### src/logic/supervisor_pkg.sv
// Shared constants of the supply supervision block: register map, field
// positions, reset values and timing counts.
// Assumes a 25 MHz system clock and a 32-bit APB register bus.
package supervisor_pkg;

	// ==========================================================
	// Clock and timing
	localparam int CLK_MHZ         = 25;
	localparam int RESCAN_US       = 32;                  // Longest delay before a persisting fault flags again
	localparam int RESCAN_CYCLES   = RESCAN_US * CLK_MHZ; // Longest time, so rounded down
	localparam int RESCAN_W        = 10;

	// ==========================================================
	// Register byte offsets
	localparam logic [7:0] OFS_TEMPERATURE_RESULT  = 8'h00;
	localparam logic [7:0] OFS_COMMON_VOLTAGE_LOW  = 8'h04;
	localparam logic [7:0] OFS_COMMON_VOLTAGE_HIGH = 8'h08;
	localparam logic [7:0] OFS_IRQ_FLAGS_FIRST     = 8'h0c;
	localparam logic [7:0] OFS_IRQ_FLAGS_SECOND    = 8'h10;
	localparam logic [7:0] OFS_IRQ_MASK_FIRST      = 8'h14;
	localparam logic [7:0] OFS_IRQ_MASK_SECOND     = 8'h18;
	localparam logic [7:0] OFS_TEMPERATURE_CONTROL = 8'h1c;
	localparam logic [7:0] OFS_RAIL_CONTROL        = 8'h20;
	localparam logic [7:0] OFS_RAIL_STATUS         = 8'h24;

	// ==========================================================
	// Field positions
	localparam int BIT_VOLTAGE_MSB     = 0; // High register: bit 8 of the setting
	localparam int BIT_COMMIT_REQUEST  = 6; // High register: write 1 to commit
	localparam int BIT_CONV_REQUEST    = 7; // Temperature control: write 1 to convert
	localparam int BIT_CONV_DONE       = 5; // Temperature control: 0 while busy
	localparam int BIT_ACTIVE          = 0; // Rail control: write 1 to power up
	localparam int BIT_STANDBY         = 1; // Rail control: write 1 to power down
	localparam int BIT_FLAG_COMMIT     = 0; // First flags: commit done
	localparam int BIT_FLAG_SHUT_LO    = 1; // First flags [5:1]: shutdown faults
	localparam int BIT_FLAG_EOC        = 0; // Second flags: end of conversion
	localparam int BIT_FLAG_UV_LO      = 1; // Second flags [4:1]: regulator/pump undervoltage

	// ==========================================================
	// Reset values
	localparam logic [7:0] RST_MASK_FIRST  = 8'h3f;
	localparam logic [7:0] RST_MASK_SECOND = 8'h1f;
	localparam logic [8:0] RST_VOLTAGE     = 9'h000;

	// ==========================================================
	// Temperature conversion
	localparam logic [8:0] TEMP_OFFSET = 9'h00a;   // Code 0 maps to minus ten degrees
	localparam logic [7:0] TEMP_MIN    = 8'hf6;    // Minus ten degrees
	localparam logic [7:0] TEMP_MAX    = 8'h55;    // 85 degrees

	typedef enum logic [1:0] {
		RAILS_OFF,
		RAILS_ON,
		COMMIT_DRAIN,
		COMMIT_WRITE
	} rail_state_e;

endpackage

### src/logic/conv_if.sv
// Handshake between the supervisor core and the temperature converter.
// Assumes both ends run on the one system clock.
`timescale 1ns/1ps
`default_nettype none
interface conv_if;
	logic       start;  // One-cycle request
	logic       busy;   // High while a conversion runs
	logic       done;   // One-cycle pulse with a fresh result
	logic [7:0] result; // Two's complement degrees

	modport ctrl (output start, input busy, input done, input result);
	modport conv (input start, output busy, output done, output result);
endinterface
`default_nettype wire

### src/logic/temp_converter.sv
// Temperature converter: runs one analog conversion per request and reduces
// the 10-bit code to a saturated 8-bit degree value.
// Assumes the analog converter answers each start with one done pulse.
`timescale 1ns/1ps
`default_nettype none
module temp_converter
	import supervisor_pkg::*;
(
	// Clock and reset
	input  wire logic       CLOCK,
	input  wire logic       RESET,
	// Core side
	conv_if.conv            bus,
	// Analog converter
	output logic            ADC_START,
	input  wire logic       ADC_DONE,
	input  wire logic [9:0] ADC_CODE
);

	typedef struct packed {
		logic       busy;
		logic       start;
		logic       done;
		logic [7:0] result;
	} conv_s;

	conv_s s_q;
	conv_s s_d;

	// ==========================================================
	// Code reduction, one degree per eight codes, clamped both ways
	function automatic logic [7:0] reduce(input logic [9:0] code);
		logic signed [8:0] t;
		t = $signed({2'b00, code[9:3]}) - $signed(TEMP_OFFSET);
		if (t <= $signed({TEMP_MIN[7], TEMP_MIN}))
			reduce = TEMP_MIN;
		else if (t >= $signed({1'b0, TEMP_MAX}))
			reduce = TEMP_MAX;
		else
			reduce = t[7:0];
	endfunction

	// ==========================================================
	// Conversion sequencing; a request while busy is ignored
	always_comb begin
		s_d = s_q;
		s_d.start = 1'b0;
		s_d.done = 1'b0;
		if (bus.start && !s_q.busy) begin
			s_d.busy = 1'b1;
			s_d.start = 1'b1;
		end
		if (s_q.busy && ADC_DONE) begin
			s_d.busy = 1'b0;
			s_d.done = 1'b1;
			s_d.result = reduce(ADC_CODE);
		end
	end

	always_ff @(posedge CLOCK) begin
		if (RESET)
			s_q <= '0;
		else
			s_q <= s_d;
	end

	assign ADC_START  = s_q.start;
	assign bus.busy   = s_q.busy;
	assign bus.done   = s_q.done;
	assign bus.result = s_q.result;

endmodule
`default_nettype wire

### src/logic/supply_supervisor.sv
// Supply supervision core: rail control, fault flags and masking, open-drain
// interrupt and power-good pins, nonvolatile commit of the common voltage and
// host-started temperature conversion, all behind an APB register slave.
// Assumes all pins are synchronous to CLOCK and that an outside sequencer
// powers the rails down in the programmed order when the enable falls.
`timescale 1ns/1ps
`default_nettype none
module supply_supervisor
	import supervisor_pkg::*;
(
	// Clock and reset
	input  wire logic        CLOCK,
	input  wire logic        RESET,
	// APB slave
	input  wire logic        PSEL,
	input  wire logic        PENABLE,
	input  wire logic        PWRITE,
	input  wire logic [7:0]  PADDR,
	input  wire logic [31:0] PWDATA,
	output logic [31:0]      PRDATA,
	output logic             PREADY,
	output logic             PSLVERR,
	// Host pins
	input  wire logic        WAKE_PIN,
	input  wire logic        RAILS_ON_PIN,
	output logic             IRQ_OUT_N_O,
	output logic             IRQ_OUT_N_OE,
	output logic             RAILS_OK_OUT_O,
	output logic             RAILS_OK_OUT_OE,
	// Shutdown fault detectors
	input  wire logic        THERMAL_SHUTDOWN,
	input  wire logic        POSITIVE_BOOST_UNDERVOLTAGE,
	input  wire logic        INVERTING_CONVERTER_UNDERVOLTAGE,
	input  wire logic        INPUT_UNDERVOLTAGE_LOCKOUT,
	input  wire logic        COMMON_VOLTAGE_FAULT,
	// Non-shutdown undervoltage detectors
	input  wire logic        NEGATIVE_SOURCE_UNDERVOLTAGE,
	input  wire logic        POSITIVE_SOURCE_UNDERVOLTAGE,
	input  wire logic        NEGATIVE_GATE_UNDERVOLTAGE,
	input  wire logic        POSITIVE_GATE_UNDERVOLTAGE,
	// Rail sequencer
	input  wire logic [3:0]  RAILS_IN_REGULATION,
	input  wire logic        RAILS_ALL_OFF,
	output logic             RAILS_ENABLE,
	output logic             RAILS_IMMEDIATE_OFF,
	// Nonvolatile store
	input  wire logic [8:0]  NVM_STORED_VALUE,
	input  wire logic        NVM_WRITE_DONE,
	output logic             NVM_WRITE_STROBE,
	output logic [8:0]       NVM_WRITE_DATA,
	// Analog temperature converter
	input  wire logic        ADC_DONE,
	input  wire logic [9:0]  ADC_CODE,
	output logic             ADC_START
);

	import supervisor_pkg::*;

	typedef struct packed {
		rail_state_e          state;
		logic [8:0]           voltage;
		logic [7:0]           mask1;
		logic [7:0]           mask2;
		logic [7:0]           flags1;
		logic [7:0]           flags2;
		logic [7:0]           temp;
		logic                 lock;
		logic                 read1_seen;
		logic                 read2_seen;
		logic                 pin_q;
		logic [4:0]           shut_prev;
		logic [3:0]           uv_prev;
		logic [RESCAN_W-1:0]  scan_cnt;
		logic                 kill;
		logic                 nvm_strobe;
		logic                 conv_start;
		logic [31:0]          rdata;
		logic                 rerr;
	} core_s;

	core_s s_q;
	core_s s_d;

	conv_if conv ();

	logic [4:0] shut;
	logic [3:0] uv;
	logic       setup;
	logic       access;
	logic       scan_tick;
	logic       irq;
	logic       rails_ok;

	// ==========================================================
	// Register decode for the error answer; the read mux decodes with its own case
	function automatic logic mapped(input logic [7:0] a);
		unique case (a)
			OFS_TEMPERATURE_RESULT, OFS_COMMON_VOLTAGE_LOW, OFS_COMMON_VOLTAGE_HIGH,
			OFS_IRQ_FLAGS_FIRST, OFS_IRQ_FLAGS_SECOND, OFS_IRQ_MASK_FIRST,
			OFS_IRQ_MASK_SECOND, OFS_TEMPERATURE_CONTROL, OFS_RAIL_CONTROL,
			OFS_RAIL_STATUS: mapped = 1'b1;
			default:         mapped = 1'b0;
		endcase
	endfunction

	function automatic logic [31:0] read_mux(input logic [7:0] a, input core_s s, input logic busy);
		read_mux = 32'h0000_0000;
		unique case (a)
			OFS_TEMPERATURE_RESULT:  read_mux[7:0] = s.temp;
			OFS_COMMON_VOLTAGE_LOW:  read_mux[7:0] = s.voltage[7:0];
			OFS_COMMON_VOLTAGE_HIGH: read_mux[BIT_VOLTAGE_MSB] = s.voltage[8];
			OFS_IRQ_FLAGS_FIRST:     read_mux[7:0] = s.flags1;
			OFS_IRQ_FLAGS_SECOND:    read_mux[7:0] = s.flags2;
			OFS_IRQ_MASK_FIRST:      read_mux[7:0] = s.mask1;
			OFS_IRQ_MASK_SECOND:     read_mux[7:0] = s.mask2;
			OFS_TEMPERATURE_CONTROL: read_mux[BIT_CONV_DONE] = ~busy;
			OFS_RAIL_STATUS:         read_mux[3:0] = {s.lock, s.kill, s.state};
			default:                 read_mux = 32'h0000_0000;
		endcase
	endfunction

	// ==========================================================
	// Fault vectors in flag-bit order
	assign shut = {COMMON_VOLTAGE_FAULT, INPUT_UNDERVOLTAGE_LOCKOUT, INVERTING_CONVERTER_UNDERVOLTAGE,
	               POSITIVE_BOOST_UNDERVOLTAGE, THERMAL_SHUTDOWN};
	assign uv   = {POSITIVE_GATE_UNDERVOLTAGE, NEGATIVE_GATE_UNDERVOLTAGE,
	               POSITIVE_SOURCE_UNDERVOLTAGE, NEGATIVE_SOURCE_UNDERVOLTAGE};

	assign setup     = PSEL && !PENABLE;
	assign access    = PSEL && PENABLE;
	assign scan_tick = (s_q.scan_cnt == RESCAN_W'(RESCAN_CYCLES - 1));

	// ==========================================================
	// Next-state logic for the whole core
	always_comb begin
		logic up_req;
		logic down_req;
		logic commit_req;
		logic wr;
		logic [7:0] clr1;
		logic [7:0] clr2;
		logic [7:0] set1;
		logic [7:0] set2;
		up_req = 1'b0;
		down_req = 1'b0;
		commit_req = 1'b0;
		wr = access && PWRITE && WAKE_PIN;
		clr1 = 8'h00;
		clr2 = 8'h00;
		set1 = 8'h00;
		set2 = 8'h00;
		s_d = s_q;
		s_d.nvm_strobe = 1'b0;
		s_d.conv_start = 1'b0;
		s_d.pin_q = RAILS_ON_PIN;
		s_d.shut_prev = shut;
		s_d.uv_prev = uv;
		s_d.scan_cnt = scan_tick ? '0 : s_q.scan_cnt + RESCAN_W'(1);

		// Read data captured in the setup cycle, so the access edge clears
		// exactly the bits the host is shown
		if (setup) begin
			s_d.rdata = WAKE_PIN ? read_mux(PADDR, s_q, conv.busy) : 32'h0000_0000;
			s_d.rerr = !WAKE_PIN || !mapped(PADDR);
		end
		if (access && !PWRITE && WAKE_PIN) begin
			if (PADDR == OFS_IRQ_FLAGS_FIRST) begin
				clr1 = s_q.rdata[7:0];
				s_d.read1_seen = 1'b1;
			end
			if (PADDR == OFS_IRQ_FLAGS_SECOND) begin
				clr2 = s_q.rdata[7:0];
				s_d.read2_seen = 1'b1;
			end
		end

		// Register writes
		if (wr) begin
			unique case (PADDR)
				OFS_COMMON_VOLTAGE_LOW:  s_d.voltage[7:0] = PWDATA[7:0];
				OFS_COMMON_VOLTAGE_HIGH: begin
					s_d.voltage[8] = PWDATA[BIT_VOLTAGE_MSB];
					commit_req = PWDATA[BIT_COMMIT_REQUEST];
				end
				OFS_IRQ_MASK_FIRST:      s_d.mask1 = PWDATA[7:0];
				OFS_IRQ_MASK_SECOND:     s_d.mask2 = PWDATA[7:0];
				OFS_TEMPERATURE_CONTROL: s_d.conv_start = PWDATA[BIT_CONV_REQUEST];
				OFS_RAIL_CONTROL: begin
					up_req = PWDATA[BIT_ACTIVE];
					down_req = PWDATA[BIT_STANDBY];
				end
				default: ;
			endcase
		end

		// The power-up pin acts on its edges only
		if (RAILS_ON_PIN && !s_q.pin_q)
			up_req = 1'b1;
		if (!RAILS_ON_PIN && s_q.pin_q)
			down_req = 1'b1;

		// Both flag registers read releases the restart lock
		if (s_d.read1_seen && s_d.read2_seen) begin
			s_d.lock = 1'b0;
			s_d.read1_seen = 1'b0;
			s_d.read2_seen = 1'b0;
		end

		// Faults flag on their rise and again on each rescan tick while held
		set1[BIT_FLAG_SHUT_LO +: 5] = shut & (~s_q.shut_prev | {5{scan_tick}});
		set2[BIT_FLAG_UV_LO +: 4] = uv & (~s_q.uv_prev | {4{scan_tick}});
		if (conv.done) begin
			s_d.temp = conv.result;
			set2[BIT_FLAG_EOC] = 1'b1;
		end
		if (|shut) begin
			s_d.lock = 1'b1;
			s_d.read1_seen = 1'b0;
			s_d.read2_seen = 1'b0;
		end
		if (COMMON_VOLTAGE_FAULT)
			s_d.kill = 1'b1;
		else if (RAILS_ALL_OFF)
			s_d.kill = 1'b0;

		// Rail state machine
		unique case (s_q.state)
			RAILS_OFF: begin
				if (commit_req)
					s_d.state = COMMIT_DRAIN;
				else if (up_req && !s_q.lock && !(|shut))
					s_d.state = RAILS_ON;
			end
			RAILS_ON: begin
				if (commit_req)
					s_d.state = COMMIT_DRAIN;
				else if (|shut || down_req)
					s_d.state = RAILS_OFF;
			end
			COMMIT_DRAIN: begin
				// Store only once every rail is down
				if (RAILS_ALL_OFF) begin
					s_d.nvm_strobe = 1'b1;
					s_d.state = COMMIT_WRITE;
				end
			end
			COMMIT_WRITE: begin
				if (NVM_WRITE_DONE) begin
					set1[BIT_FLAG_COMMIT] = 1'b1;
					s_d.state = RAILS_OFF;
				end
			end
		endcase

		// A set in the same cycle as a clearing read wins
		s_d.flags1 = (s_q.flags1 & ~clr1) | set1;
		s_d.flags2 = (s_q.flags2 & ~clr2) | set2;

		// Wake low is the sleep state: everything back to defaults and the
		// setting reloaded from the store, which is how a commit is checked
		if (!WAKE_PIN) begin
			s_d = '0;
			s_d.state = RAILS_OFF;
			s_d.mask1 = RST_MASK_FIRST;
			s_d.mask2 = RST_MASK_SECOND;
			s_d.voltage = NVM_STORED_VALUE;
			s_d.pin_q = RAILS_ON_PIN;
			s_d.rerr = setup || s_q.rerr; // A setup while asleep is always refused
		end
	end

	// ==========================================================
	// State register
	always_ff @(posedge CLOCK) begin
		if (RESET) begin
			s_q <= '0;
			s_q.state <= RAILS_OFF;
			s_q.mask1 <= RST_MASK_FIRST;
			s_q.mask2 <= RST_MASK_SECOND;
			s_q.voltage <= RST_VOLTAGE;
		end else begin
			s_q <= s_d;
		end
	end

	// ==========================================================
	// Temperature converter; held in reset while asleep
	temp_converter u_conv (
		.CLOCK    (CLOCK),
		.RESET    (RESET || !WAKE_PIN),
		.bus      (conv.conv),
		.ADC_START(ADC_START),
		.ADC_DONE (ADC_DONE),
		.ADC_CODE (ADC_CODE)
	);
	assign conv.start = s_q.conv_start;

	// ==========================================================
	// Pins; masks only gate the interrupt, flags are untouched by them
	assign irq = |(s_q.flags1 & s_q.mask1) || |(s_q.flags2 & s_q.mask2);
	assign rails_ok = (s_q.state == RAILS_ON) && (&RAILS_IN_REGULATION)
	                  && !(|uv) && !(|shut);

	assign IRQ_OUT_N_O     = 1'b0;
	assign IRQ_OUT_N_OE    = irq;
	assign RAILS_OK_OUT_O  = 1'b0;
	assign RAILS_OK_OUT_OE = !rails_ok;

	// Rails follow the state; the sequencer applies the down order on the fall
	assign RAILS_ENABLE        = (s_q.state == RAILS_ON);
	assign RAILS_IMMEDIATE_OFF = s_q.kill;
	assign NVM_WRITE_STROBE    = s_q.nvm_strobe;
	assign NVM_WRITE_DATA      = s_q.voltage;

	// ==========================================================
	// Bus answer: zero wait states, data from the setup-cycle capture
	assign PREADY  = 1'b1;
	assign PRDATA  = s_q.rdata;
	assign PSLVERR = access && s_q.rerr;

endmodule
`default_nettype wire

### config.mk
export PLATFORM = sky130hd
export DESIGN_NAME = supply_supervisor
export DESIGN_NICKNAME = d
export VERILOG_FILES = /design/src/logic/supervisor_pkg.sv /design/src/logic/conv_if.sv /design/src/logic/temp_converter.sv /design/src/logic/supply_supervisor.sv
export SDC_FILE = /design/constraint.sdc
export NUM_CORES = 1
export LEC_CHECK = 0
export ABC_AREA = 0
export BUFFER_PORTS_ARGS = -buffer_cell sky130_fd_sc_hd__buf_2
export CAP_MARGIN = 5
export CORE_MARGIN = 2
export CORE_UTILIZATION = 57
export CTS_CLUSTER_DIAMETER = 120
export CTS_CLUSTER_SIZE = 8
export DETAILED_ROUTE_END_ITERATION = 10
export MAX_ROUTING_LAYER = met4
export PLACE_DENSITY_LB_ADDON = 0.08
export SLEW_MARGIN = 0
export SYNTH_ARGS = -nofsm -noshare
export SYNTH_HDL_FRONTEND = slang
export SYNTH_SLANG_ARGS = --single-unit
### constraint.sdc
create_clock -name CLOCK -period 4.31 [get_ports CLOCK]
set_input_delay 0.2155 -clock CLOCK [delete_from_list [all_inputs] [get_ports CLOCK]]
set_output_delay 0.2155 -clock CLOCK [all_outputs]
set_load 0.02 [all_outputs]
Yosys cells after proc, flatten, opt, wreduce, memory -nomap -nowiden
Cells that the tools add are included.

word-level totals
  ROM bits = 0
  memory bits (writable) = 0
  word-level logic and storage cells = 175
  memories kept = 0
  register bits = 97
  latch bits = 0
  output and inout port bits = 51

operators by class
  shifts and indexed selects = 0
  divide/modulo/power cells = 0
  order comparisons = 2
  multiply operators = 0
  multiplexer cells = 53
  bitwise operators = 19
  equal/unequal tests = 21
  reduce and logical (&&, ||, !) cells = 54
  add/subtract/negate cells = 2

operators with widths
  cell                                                 count
  2-to-1 mux 108 bit                                   1
  2-to-1 mux 8 bit                                     10
  AND 8 bit                                            4
  == test 8 x 5 -> 1 bit, second input constant        4
  2-to-1 mux 25 bit                                    1
  OR reduction 8 bit                                   3
  2-to-1 mux 1 bit                                     23
  one-hot mux 3 bit (7 select lines)                   1
  2-to-1 mux 9 bit                                     2
  logical AND 1 bit                                    17
  == test 8 x 4 -> 1 bit, second input constant        2
  == test 8 x 6 -> 1 bit, second input constant        2
  inverter 8 bit                                       2
  2-to-1 mux 2 bit                                     7
  one-hot mux 2 bit (6 select lines)                   1
  logical NOT 1 bit                                    11
  adder 10 x 1 -> 10 bit, second input constant        1
  == test 10 bit, second input constant                1
  2-to-1 mux 10 bit                                    1
  OR reduction 10 bit                                  1
  >= comparator 9 x 8 -> 1 bit, second input constant  1
  <= comparator 9 x 5 -> 1 bit, second input constant  1
  == test 8 x 3 -> 1 bit, second input constant        1
  logical NOT 8 bit                                    1
  30 further kinds                                     52

Logic depth before layout (Yosys ltp)
Gate-level depths: netlist of run 1.

  depth in word-level cells = 10
  mapped depth = 7

Cells and area by module
From an unflattened synthesis of run 1, not the netlist that was laid out.

unflattened totals
  cell total of the unflattened synthesis = 594
  area, all modules = 4951.0 µm²

by module, submodules not included
  module             area each (µm²)  instances  seq. area each (µm²)  cells each
  supply_supervisor  4291.6           1          1721.7                521
  temp_converter     659.4            1          220.2                 73

Worst setup path before layout of run 1
Ideal clock, no wire load.

  kind = input-to-reg
  start point = input PADDR[7]
  end point = register s_q[84] (netlist name)
  data required time = 4181 ps
  library setup time = 129 ps
  setup slack = 2312 ps
  stages on the path = 6
  data arrival time = 1868 ps
  cells stage by stage = or4_4 > or3b_4 > nor4b_2 > buf_6 > mux2i_1 > nand2_1

between the ends
  word-level cells in the longest chain between the ends = 2

ends and longest elaborated chain
  item                           line                      text
  start: declaration             supply_supervisor.sv:18   input wire logic [7:0] PADDR,
  == test 8 x 5 -> 1 bit         supply_supervisor.sv:179  unique case (PADDR)
  AND reduction 2 bit (no line)  -
  end: declaration               supply_supervisor.sv:81   core_s s_q;

Every way passes these cells.
A chain may end at the register's enable or synchronous reset.

Worst setup path after layout of run 1
Same ends and word-level chain as after synthesis.

==> summary.md, run 1 <==
| Metric | Value |
|---|---|
| Worst reg2reg setup slack | `approximately 2.5 ns` |
| Setup TNS Final | `0 ns` |
| Crit path required time | `4.56 ns` |
| Hold Crit Class | `in2reg` |
| Setup violators final | `0` |
| IO Pins | `approximately 130` |
| Slew HR | `approximately a quarter` |
| Clock latency on the worst-skew pair | `0.37 ns` |
| Post-route cell area | `5210 um^2` |
| Starting Density | `between 50% and 60%` |
| Synth Instances | `548` |
| Mux contribution to synthesized area | `9.09%` |
| Async SR Flop Fraction | `0%` |
| Global placer's final weighted congestion | `~1` |
| DIE AREA | `around 9200 um^2` |
| Dpl hpwl | `8.92 mm` |
| Compound-Gate Fraction of Synth Area | `between 15 and 20%` |
| Fin. Hold Viols | `0` |
| CTS resizes | `0` |
| Status | `completed` |
| Startpoint Class | `primary input` |
| Yosys top cell by area | `dfxtp_1` |
| Area contributors post-synth | `dfxtp_1 41%, mux2i_1 8.2%, buf_4 8.0%` |
| Die Ht | `~96 um` |
| Critical path arrival | `2.72 ns` |
| Drt via density | `5.87` |
| Routed Antenna Nets | `0` |
| Final worst-path cycle share | `a little under three fifths` |
| Vias in the first global route | `about 3,700` |
| FF+latch count, synth | `97` |
| Ys Warns | `0` |
| Gr ovfl total | `0` |
| DR vias | `4,147` |
| Post-Synth Simple-Gate Area | `21.4%` |
| Yosys cell types | `63` |
| Skew final | `0.00832 ns` |
| CP max-delay cell | `nor4b_2` |
| First DRT Iteration DRCs | `333` |
| First-pass DRT Iterations | `6` |
| Critical Path End Type | `register` |
| Placed cell area | `approximately 5000 um^2` |
| RSZ-0062 raised after global routing | `no` |
| Total CTS buffers | `9` |
| WP buf/inv | `1` |
| Layout cells sized above 1 | `18.3%` |
| Root Buffer | `clkbuf_8` |
| Pin count of the biggest net entering global routing | `50` |
| Antenna violations before repair | `0` |
| TritonCTS Sinks | `97` |
| Clock Path Buffers | `2` |
| Die Wd | `95.7 um` |
| CP top delay family | `simple AND/OR/NAND/NOR gates` |
| Largest family of logic cells by synthesized area | `simple AND/OR/NAND/NOR gates` |
| CTS tree | `done` |
| Minimum clock period | `~2.5 ns` |
| Critical Path Max Stage Delay | `0.98 ns` |
| Post-synthesis adder-cell area fraction | `0.784%` |
| CTS H-tree lvls | `3` |
| Clk pin slew, worst setup/hold paths | `about 0.10 ns` |
| Total wire length | `12.2 mm` |
| Post-Syn Area per Cell | `about 9 um^2` |
| First-pass GRT wire length | `around 19 mm` |
| Core area | `just over 8000 um^2` |
| Main synth FF type | `dfxtp_1` |
| Post-synthesis sequential area ratio | `40.5%` |
| I/O Buffers | `between 70 and 80` |
| Nets | `682` |
| P_leak | `0.00206 uW` |
| Crit path kind | `in2reg` |
| Area Overhead vs Synth | `8.73%` |
| Num rows | `33` |
| Total GRT Usage | `27.9%` |
| Post-Synth XOR/XNOR Area | `2.01%` |
| DR DRC count | `0` |
| Number of flops mapped to enable cells by yosys | `0` |
| Crit-path cells | `buf_2 > or4_4 > or3b_4 > nor4b_2 > mux2i_1 > nand2_1` |
| Mapped Area | `4790 um^2` |
| # diodes | `0` |
| Post-CTS setup buffer count | `0` |
| Cell Pwr Density | `345 nW/um^2` |
| VDD IR max | `0.176 mV` |
| Crit-path max FO | `8` |
| Fmax | `0.404 GHz` |
| Final slew viol count | `0` |
| Tightest Pin Transition | `1.15 ns` |
| # hold bufs at CTS | `0` |
| Synth top area share | `40.5%` |
| Max Cap Violations | `0` |
| WL/cell | `about 17 um` |
==> state kept, by name, summed over array words and instances (netlist names) <==
signal,flops
RAILS_IMMEDIATE_OFF,1
s_q,66
PRDATA,8
u_conv.bus.done,1
NVM_WRITE_DATA,9
conv.start,1
u_conv.bus.busy,1
NVM_WRITE_STROBE,1
u_conv.ADC_START,1
u_conv.bus.result,8
==> worst reg2reg max path, cell delays in order (launching register included) <==
cell	delay (ns)
dfxtp_1	0.39
ha_1	0.22
inv_1	0.06
nor2_1	0.21
nand3_1	0.40
nand2_1	0.35
nor2_1	0.08
==> kinds of logic after synthesis <==
group | count (synthesis)
fa+ha+maj | 3
simple gates | 206
buf+inv | 78
flops | 97
other cells | 2
mux | 42
xor+xnor | 11
compound gates | 109
==> Yosys cell counts, types with 3 or more instances <==
cell type   n
dfxtp_1    97
nand2_1    63
nor2_1     60
buf_4      51
mux2i_1    39
o21ai_0    28
a21oi_1    26
clkbuf_1   15
and2_1     11
a32o_1     10
nand4_1     9
nor3_1      9
a222oi_1    8
inv_1       8
nand3_1     8
nor4_1      8
a221oi_1    7
nor2b_1     7
xnor2_1     6
nand2b_1    5
xor2_1      5
a22o_1      4
nor4b_1     4
a311oi_1    3
a31oi_1     3
and3_1      3
ha_1        3
o21a_1      3
==> routing by layer <==
| layer | share of wire (%) | routed length [um] | GRT usage (%) |
|---|---|---|---|
| met1 | 47 | 5720 | 39.4 |
| met5 | 0 | 0 | - |
| met4 | 1.9 | 232 | 8.93 |
| met2 | 43 | 5290 | 41.6 |
| met3 | 7.9 | 963 | 3.24 |
==> worst paths after layout <==
check,endpoint,depth (start not counted),from
max reg2reg,s_q[44]$_SDFF_PP0_,6,s_q[36]$_SDFF_PP0_
min reg2reg,s_q[57]$_SDFF_PP0_,1,s_q[56]$_SDFF_PP0_
max,s_q[84]$_SDFFE_PP1P_,6,PADDR[7]
min,s_q[109]$_SDFFE_PP0P_,2,NVM_WRITE_DONE
==> through the flow <==
step,utilization [%],setup WS (ns),hold WS (ns),total power (uW),cells
after floorplan,-,2.31,0.287,1090,573
after global placement,60.9,1.51,0.408,1130,691
after detailed placement,60.9,1.47,0.415,1130,691
after CTS,63.7,1.85,0.0854,1800,707
after global routing,63.7,1.69,0.0871,1850,707
final,63.7,1.84,0.0839,1800,707
==> report_power, final <==
part           switching [uW]  internal, uW  total (uW)
Clock                     330           349         678
Combinational             122          66.7         189
Sequential               15.9           913         929
Total                     467          1330        1800
==> layout by cell type (no fill, tap or decap), drive strengths merged, types with 11 or more instances in the layout <==
cell type | netlist | layout
and2 | 11 | 11
o21ai | 28 | 28
conb | 2 | 27
dfxtp | 97 | 97
mux2i | 39 | 39
clkbuf | 15 | 11
buf | 54 | 82
nand2 | 63 | 63
nor2 | 60 | 60
a21oi | 26 | 26
==> final cells by class <==
| type | instances | area [um^2] |
|---|---|---|
| Timing Repair Buffer | 82 | 420 |
| Multi-Input combinational cell | 398 | 2450 |
| Sequential cell | 97 | 1940 |
| Tap cell | 105 | 131 |
| Fill cell | 735 | 2970 |
| Clock buffer | 11 | 141 |
| Clock inverter | 5 | 86.3 |
| Inverter | 9 | 33.8 |
Power figures use the tool's default switching activity.
==> run 2, diff against run 1 <==
--- a/config.mk
+++ b/config.mk
@@ -9,7 +9,7 @@
 export BUFFER_PORTS_ARGS = -buffer_cell sky130_fd_sc_hd__buf_2
 export CAP_MARGIN = 5
 export CORE_MARGIN = 2
-export CORE_UTILIZATION = 57
+export CORE_UTILIZATION = 53
 export CTS_CLUSTER_DIAMETER = 120
 export CTS_CLUSTER_SIZE = 8
 export DETAILED_ROUTE_END_ITERATION = 10
==> constraint.sdc (replaced) <==
create_clock -name CLOCK -period 2.5 [get_ports CLOCK]
set_input_delay 0.125 -clock CLOCK [delete_from_list [all_inputs] [get_ports CLOCK]]
set_output_delay 0.125 -clock CLOCK [all_outputs]
set_load 0.02 [all_outputs]
==> summary.md, run 2 (synthesis gave the netlist of run 1 again) <==
| Metric | Value |
|---|---|
| Critical Path End Type | `register` |
| Routed Antenna Nets | `0` |
| Clk pwr share | `between 30% and 40%` |
| Post-route cell area | `5280 um^2` |
| Hold Crit Class | `in2reg` |
| CTS tree | `done` |
| Root Buffer | `clkbuf_8` |
| First-pass GRT wire length | `19.9 mm` |
| Cell Pwr Density | `556 nW/um^2` |
| Startpoint Class | `primary input` |
| Pin count of the biggest net entering global routing | `50` |
| Fin. Hold Viols | `0` |
| Crit path kind | `in2reg` |
| R2R cell count | `6` |
| Fmax | `0.552 GHz` |
| Die Wd | `99.1 um` |
| Worst hold start | `NEGATIVE_GATE_UNDERVOLTAGE` |
| Crit path required time | `2.76 ns` |
| P_sw | `831 uW` |
| Clock Path Buffers | `2` |
| Gr ovfl total | `0` |
| VDD IR max | `roughly 0.31 mV` |
| Sequential power share | `approximately 55%` |
| Placed cell area | `5060 um^2` |
| Final slew viol count | `0` |
| Clk pin slew, worst setup/hold paths | `0.10 ns` |
| I/O Buffers | `78` |
| Commonest non-fill, non-tap cell in the layout | `dfxtp_1` |
| Antenna violations before repair | `0` |
| Num rows | `34` |
| Worst hold path depth | `2` |
| Post-CTS setup buffer count | `0` |
| Most frequent cells in the layout | `97 x dfxtp_1, 78 x buf_2, 63 x nand2_1` |
| Total wire length | `12.5 mm` |
| Slew HR | `50.9%` |
| Skew final | `~0.016 ns` |
| R2r startpoint | `s_q[36]$_SDFF_PP0_` |
| Crit-path max FO | `8` |
| Minimum clock period | `1.81 ns` |
| Hold EP | `s_q[48]$_SDFF_PP0_` |
| TritonCTS Sinks | `slightly below 100` |
| Setup violators final | `0` |
| DR DRC count | `0` |
| Drt via density | `5.79` |
| Number of flip-flops in the largest register | `66` |
| Starting Density | `54.7%` |
| Comb power frac | `between 10% and 20%` |
| Layout cells sized above 1 | `19.5%` |
| Global placer's final weighted congestion | `0.907` |
| Vias in the first global route | `just under 4,000` |
| WL/cell | `17.4 um` |
| Total GRT Usage | `a little over a quarter` |
| P_int | `2110 uW` |
| Tightest Pin Transition | `between 0.7 and 0.8 ns` |
| DR vias | `4,177` |
| Nets | `approximately 690` |
| Critical path arrival | `2.07 ns` |
| Sw Ratio | `28.3%` |
| CTS H-tree lvls | `3` |
| IO Pins | `between 100 and 150` |
| DIE AREA | `between 9000 and 10,000 um^2` |
| Total CTS buffers | `9` |
| Reg2reg end | `s_q[39]$_SDFF_PP0_` |
| # diodes | `0` |
| Status | `completed` |
| Clock latency on the worst-skew pair | `0.37 ns` |
| Worst reg2reg setup slack | `0.72 ns` |
| Core area | `8760 um^2` |
| Final worst-path cycle share | `72.5%` |
| P_leak | `approximately 0.0021 uW` |
| Die Ht | `a little under 100 um` |
| Area Overhead vs Synth | `10.3%` |
| First DRT Iteration DRCs | `353` |
| Hold Slack | `approximately 0.0095 ns` |
| RSZ-0062 raised after global routing | `no` |
| Reg with most FFs | `s_q` |
| First-pass DRT Iterations | `5` |
| Dpl hpwl | `9.38 mm` |
| Setup TNS Final | `0 ns` |
| Max Cap Violations | `0` |
-- run 2: cell count changes in the layout (fill, tap and decap cells not counted), sizes merged --
cell and change:
inv +1, clkbuf -1, buf +9, bufinv -2, clkinv +2, dlygate4sd3 +3
-- run 2: worst max-delay path: stages --
cell     delay [ns]
buf_2          0.13
or4_4          0.58
or3b_4         0.45
nor4b_2        0.27
buf_4          0.23
mux2i_1        0.22
nand2_1        0.06
-- run 2: what timing repair did --
item | CTS | global route
endpoints found under the setup margin | 0 | 0
hold buffers | 3 | 0
endpoints found under the hold margin | 3 | 0
resized for setup | 0 | 0
-- run 2: cell type report --
| cell class | instances | area [um^2] |
|---|---|---|
| clock buffers | 10 | 138 |
| clock inverters | 6 | 50.0 |
| fillers | 810 | 3480 |
| inverters | 9 | 33.8 |
| multi-input cells | 398 | 2450 |
| flip-flops and latches | 97 | 1940 |
| well taps | 108 | 135 |
| repair buffers | 94 | 531 |
-- run 2: layer usage --
layer | part of all wire (%) | wire length [um] | up-vias | GRT usage [%]
li1 | - | - | 2023 | -
met2 | 47 | 5940 | 154 | 42.5
met3 | 6.2 | 776 | 18 | 5.25
met5 | 0 | 0 | - | -
met1 | 45 | 5610 | 1982 | 34.4
met4 | 1.7 | 210 | 0 | 6.95
-- run 2: worst max path at each step --
stage	start	to	slack, ns	cells past startpoint
after floorplan	PADDR[7]	s_q[84]$_SDFFE_PP1P_	0.59	6
after global placement	PADDR[7]	s_q[86]$_SDFFE_PP1P_	0.37	7
after detailed placement	PADDR[7]	s_q[87]$_SDFFE_PP1P_	0.33	7
after CTS	s_q[36]$_SDFF_PP0_	s_q[39]$_SDFF_PP0_	0.67	6
after global routing	s_q[36]$_SDFF_PP0_	s_q[39]$_SDFF_PP0_	0.50	6
final	PADDR[7]	s_q[87]$_SDFFE_PP1P_	0.69	7
-- run 2: power by group through the flow --
stage,combinational [uW],sequential (uW),clock (uW)
after global routing,373,1600,1070
after CTS,339,1600,1000
after floorplan,258,1630,0
after detailed placement,334,1640,0
final,342,1600,995
after global placement,331,1640,0
-- run 2: through the flow --
| step | power, uW | setup slack [ns] | utilization [%] | instances |
|---|---|---|---|---|
| floorplan | 1880 | 0.593 | - | 573 |
| global placement | 1970 | 0.374 | 57.8 | 703 |
| detailed placement | 1970 | 0.328 | 57.8 | 703 |
| CTS | 2940 | 0.673 | 60.3 | 722 |
| global route | 3050 | 0.502 | 60.3 | 722 |
| finish | 2940 | 0.688 | 60.3 | 722 |
==> run 3, diff against run 2 <==
--- a/config.mk
+++ b/config.mk
@@ -5,7 +5,7 @@
 export SDC_FILE = /design/constraint.sdc
 export NUM_CORES = 1
 export LEC_CHECK = 0
-export ABC_AREA = 0
+export ABC_AREA = 1
 export BUFFER_PORTS_ARGS = -buffer_cell sky130_fd_sc_hd__buf_2
 export CAP_MARGIN = 5
 export CORE_MARGIN = 2
==> constraint.sdc (replaced) <==
create_clock -name CLOCK -period 1.89 [get_ports CLOCK]
set_input_delay 0.0945 -clock CLOCK [delete_from_list [all_inputs] [get_ports CLOCK]]
set_output_delay 0.0945 -clock CLOCK [all_outputs]
set_load 0.02 [all_outputs]
==> summary.md, run 3 <==
| Metric | Value |
|---|---|
| Dpl hpwl | `~9.4 mm` |
| DIE AREA | `10,300 um^2` |
| Total GRT Usage | `25.1%` |
| Die Wd | `between 100 and 150 um` |
| First DRT Iteration DRCs | `295` |
| Layout cells sized above 1 | `18.5%` |
| Die Ht | `101 um` |
| Post-CTS setup buffer count | `0` |
| Antenna violations before repair | `0` |
| Reg with most FFs | `s_q` |
| Slew HR | `62.8%` |
| Setup violators final | `0` |
| Main synth FF type | `dfxtp_1` |
| WL/cell | `13.3 um` |
| Skew final | `0.0114 ns` |
| Final worst-path cycle share | `92.3%` |
| Crit-path max FO | `4` |
| VDD IR max | `0.417 mV` |
| Final slew viol count | `0` |
| Global placer's final weighted congestion | `0.909` |
| TritonCTS Sinks | `97` |
| Hold Crit Class | `in2reg` |
| Minimum clock period | `1.74 ns` |
| Dpl cells | `893` |
| Crit path kind | `in2out` |
| Drt via density | `5.08` |
| CTS resizes | `0` |
| Pin count of the biggest net entering global routing | `18` |
| Root Buffer | `clkbuf_8` |
| Core area | `9240 um^2` |
| Gr ovfl total | `0` |
| DR DRC count | `0` |
| RSZ-0062 raised after global routing | `no` |
| First-pass DRT Iterations | `6` |
| Routed Antenna Nets | `0` |
| Vias in the first global route | `4,196` |
| CTS tree | `done` |
| Most frequent cells in the layout | `199 x nand2_1, 97 x dfxtp_1, 78 x buf_2` |
| Area contributors post-synth | `dfxtp_1 39%, nand2_1 15%, buf_4 6.7%` |
| Post-synth top cells | `199 x nand2_1, 97 x dfxtp_1, 77 x inv_1` |
| Startpoint Class | `primary input` |
| Total CTS buffers | `9` |
| Num rows | `35` |
| Synth top area share | `between 30% and 40%` |
| I/O Buffers | `~80` |
| IO Pins | `133` |
| Async SR Flop Fraction | `0%` |
| Number of flops mapped to enable cells by yosys | `0` |
| Clock Path Buffers | `2` |
| # diodes | `0` |
| Cell Pwr Density | `691 nW/um^2` |
| First-pass GRT wire length | `19.6 mm` |
| Fmax | `about 0.57 GHz` |
| Critical Path End Type | `output pin` |
| FF+latch count, synth | `97` |
| CTS H-tree lvls | `3` |
| P_leak | `0.00264 uW` |
| Fin. Hold Viols | `0` |
| Nets | `slightly below 900` |
| # hold bufs at CTS | `20` |
| Post-synthesis sequential area ratio | `38.5%` |
| Yosys cell types | `46` |
| Max Cap Violations | `0` |
| DR vias | `around 4,700` |
| Ys Warns | `0` |
| Post-Syn Area per Cell | `~7.1 um^2` |
| Number of flip-flops in the largest register | `66` |
| Critical path arrival | `~1.7 ns` |
| Yosys top cell by area | `dfxtp_1` |
| Status | `completed` |
| Total wire length | `12.4 mm` |
| Commonest non-fill, non-tap cell in the layout | `nand2_1` |
| Tightest Pin Transition | `0.552 ns` |
| Area Overhead vs Synth | `13.4%` |
| Mapped Area | `5040 um^2` |
| Most common cell in the netlist | `nand2_1` |
| Clock latency on the worst-skew pair | `roughly 0.37 ns` |
| Setup TNS Final | `0 ns` |
| Post-route insts no fill | `929` |
| Crit path required time | `1.80 ns` |
| Starting Density | `54.5%` |
| Synth Instances | `between 700 and 800` |
| Clk pin slew, worst setup/hold paths | `0.09 ns` |
==> run 3: cell types whose count changed after synthesis, sizes merged, moves of 7 or more <==
| cell | change |
|---|---|
| nor4 | -7 |
| and2 | -11 |
| a222oi | -8 |
| nand2 | +144 |
| a21oi | +20 |
| clkbuf | -9 |
| o21ai | +20 |
| inv | +78 |
| mux2i | -39 |
| a32o | -10 |
| nand3 | +28 |
| nor2 | +16 |
| nor2b | -7 |
==> run 3: cell families after synthesis <==
logic type	count (synthesis)	synth area share [%]
AOI/OAI and AO/OA	122	14.4
xor gates and xnor gates	1	0.174
adders and majority gates	3	0.745
buffers and inverters	147	15.2
DFF	97	38.5
other	2	0.149
and+or+nand+nor	341	30.9
==> run 3: worst paths after layout <==
kind	start	end	slack, ns	depth (start not counted)
setup / recovery	COMMON_VOLTAGE_FAULT	RAILS_OK_OUT_OE	0.15	7
hold / removal	NVM_STORED_VALUE[7]	NVM_WRITE_DATA[7]$_SDFFE_PP0P_	0.01	3
setup reg to reg	s_q[36]$_SDFF_PP0_	s_q[44]$_SDFF_PP0_	0.37	9
hold reg to reg	conv.start$_SDFF_PP0_	u_conv.ADC_START$_SDFF_PP0_	0.45	2
==> run 3: layout make-up <==
type	instances	area (um^2)
tap	129	161
fill	866	3530
multi-input combinational	494	2430
sequential	97	1940
inverter	86	323
timing repair buffer	107	658
clock inverter	7	78.8
clock buffer	9	124
==> run 3: metal layers <==
layer  wire (um)  track usage [%]  part of all wire (%)  vias to the layer above
met5           0                -                     0                        -
met4         259             7.90                   2.1                        0
met3         735             4.49                   5.9                       23
met2        5940             41.1                    48                      153
met1        5450             31.4                    44                     2171
li1            -                -                     -                     2372
==> run 3: metrics by stage <==
stage                     setup WS, ns  power, uW  util, %  instance area [um^2]  hold slack (ns)
after floorplan                  0.437       2470        -                  5130            0.201
after global placement           0.435       2550     57.5                  5310            0.318
after detailed placement         0.381       2560     57.5                  5310            0.328
after CTS                        0.116       3970     61.8                  5710          0.00516
after global routing            0.0442       4100     61.8                  5710           0.0217
final                            0.146       3950     61.8                  5710           0.0133
==> run 3: report_power, final <==
group          switching [uW]  internal [uW]
Combinational             285            159
Sequential               26.1           2080
Clock                     771            626
==> run 3: worst max-delay path: stages <==
cell and delay, ns:
dlygate4sd3_1 0.52, buf_2 0.13, inv_1 0.13, nand4_1 0.31, inv_1 0.17, nand4_1 0.09, buf_2 0.19
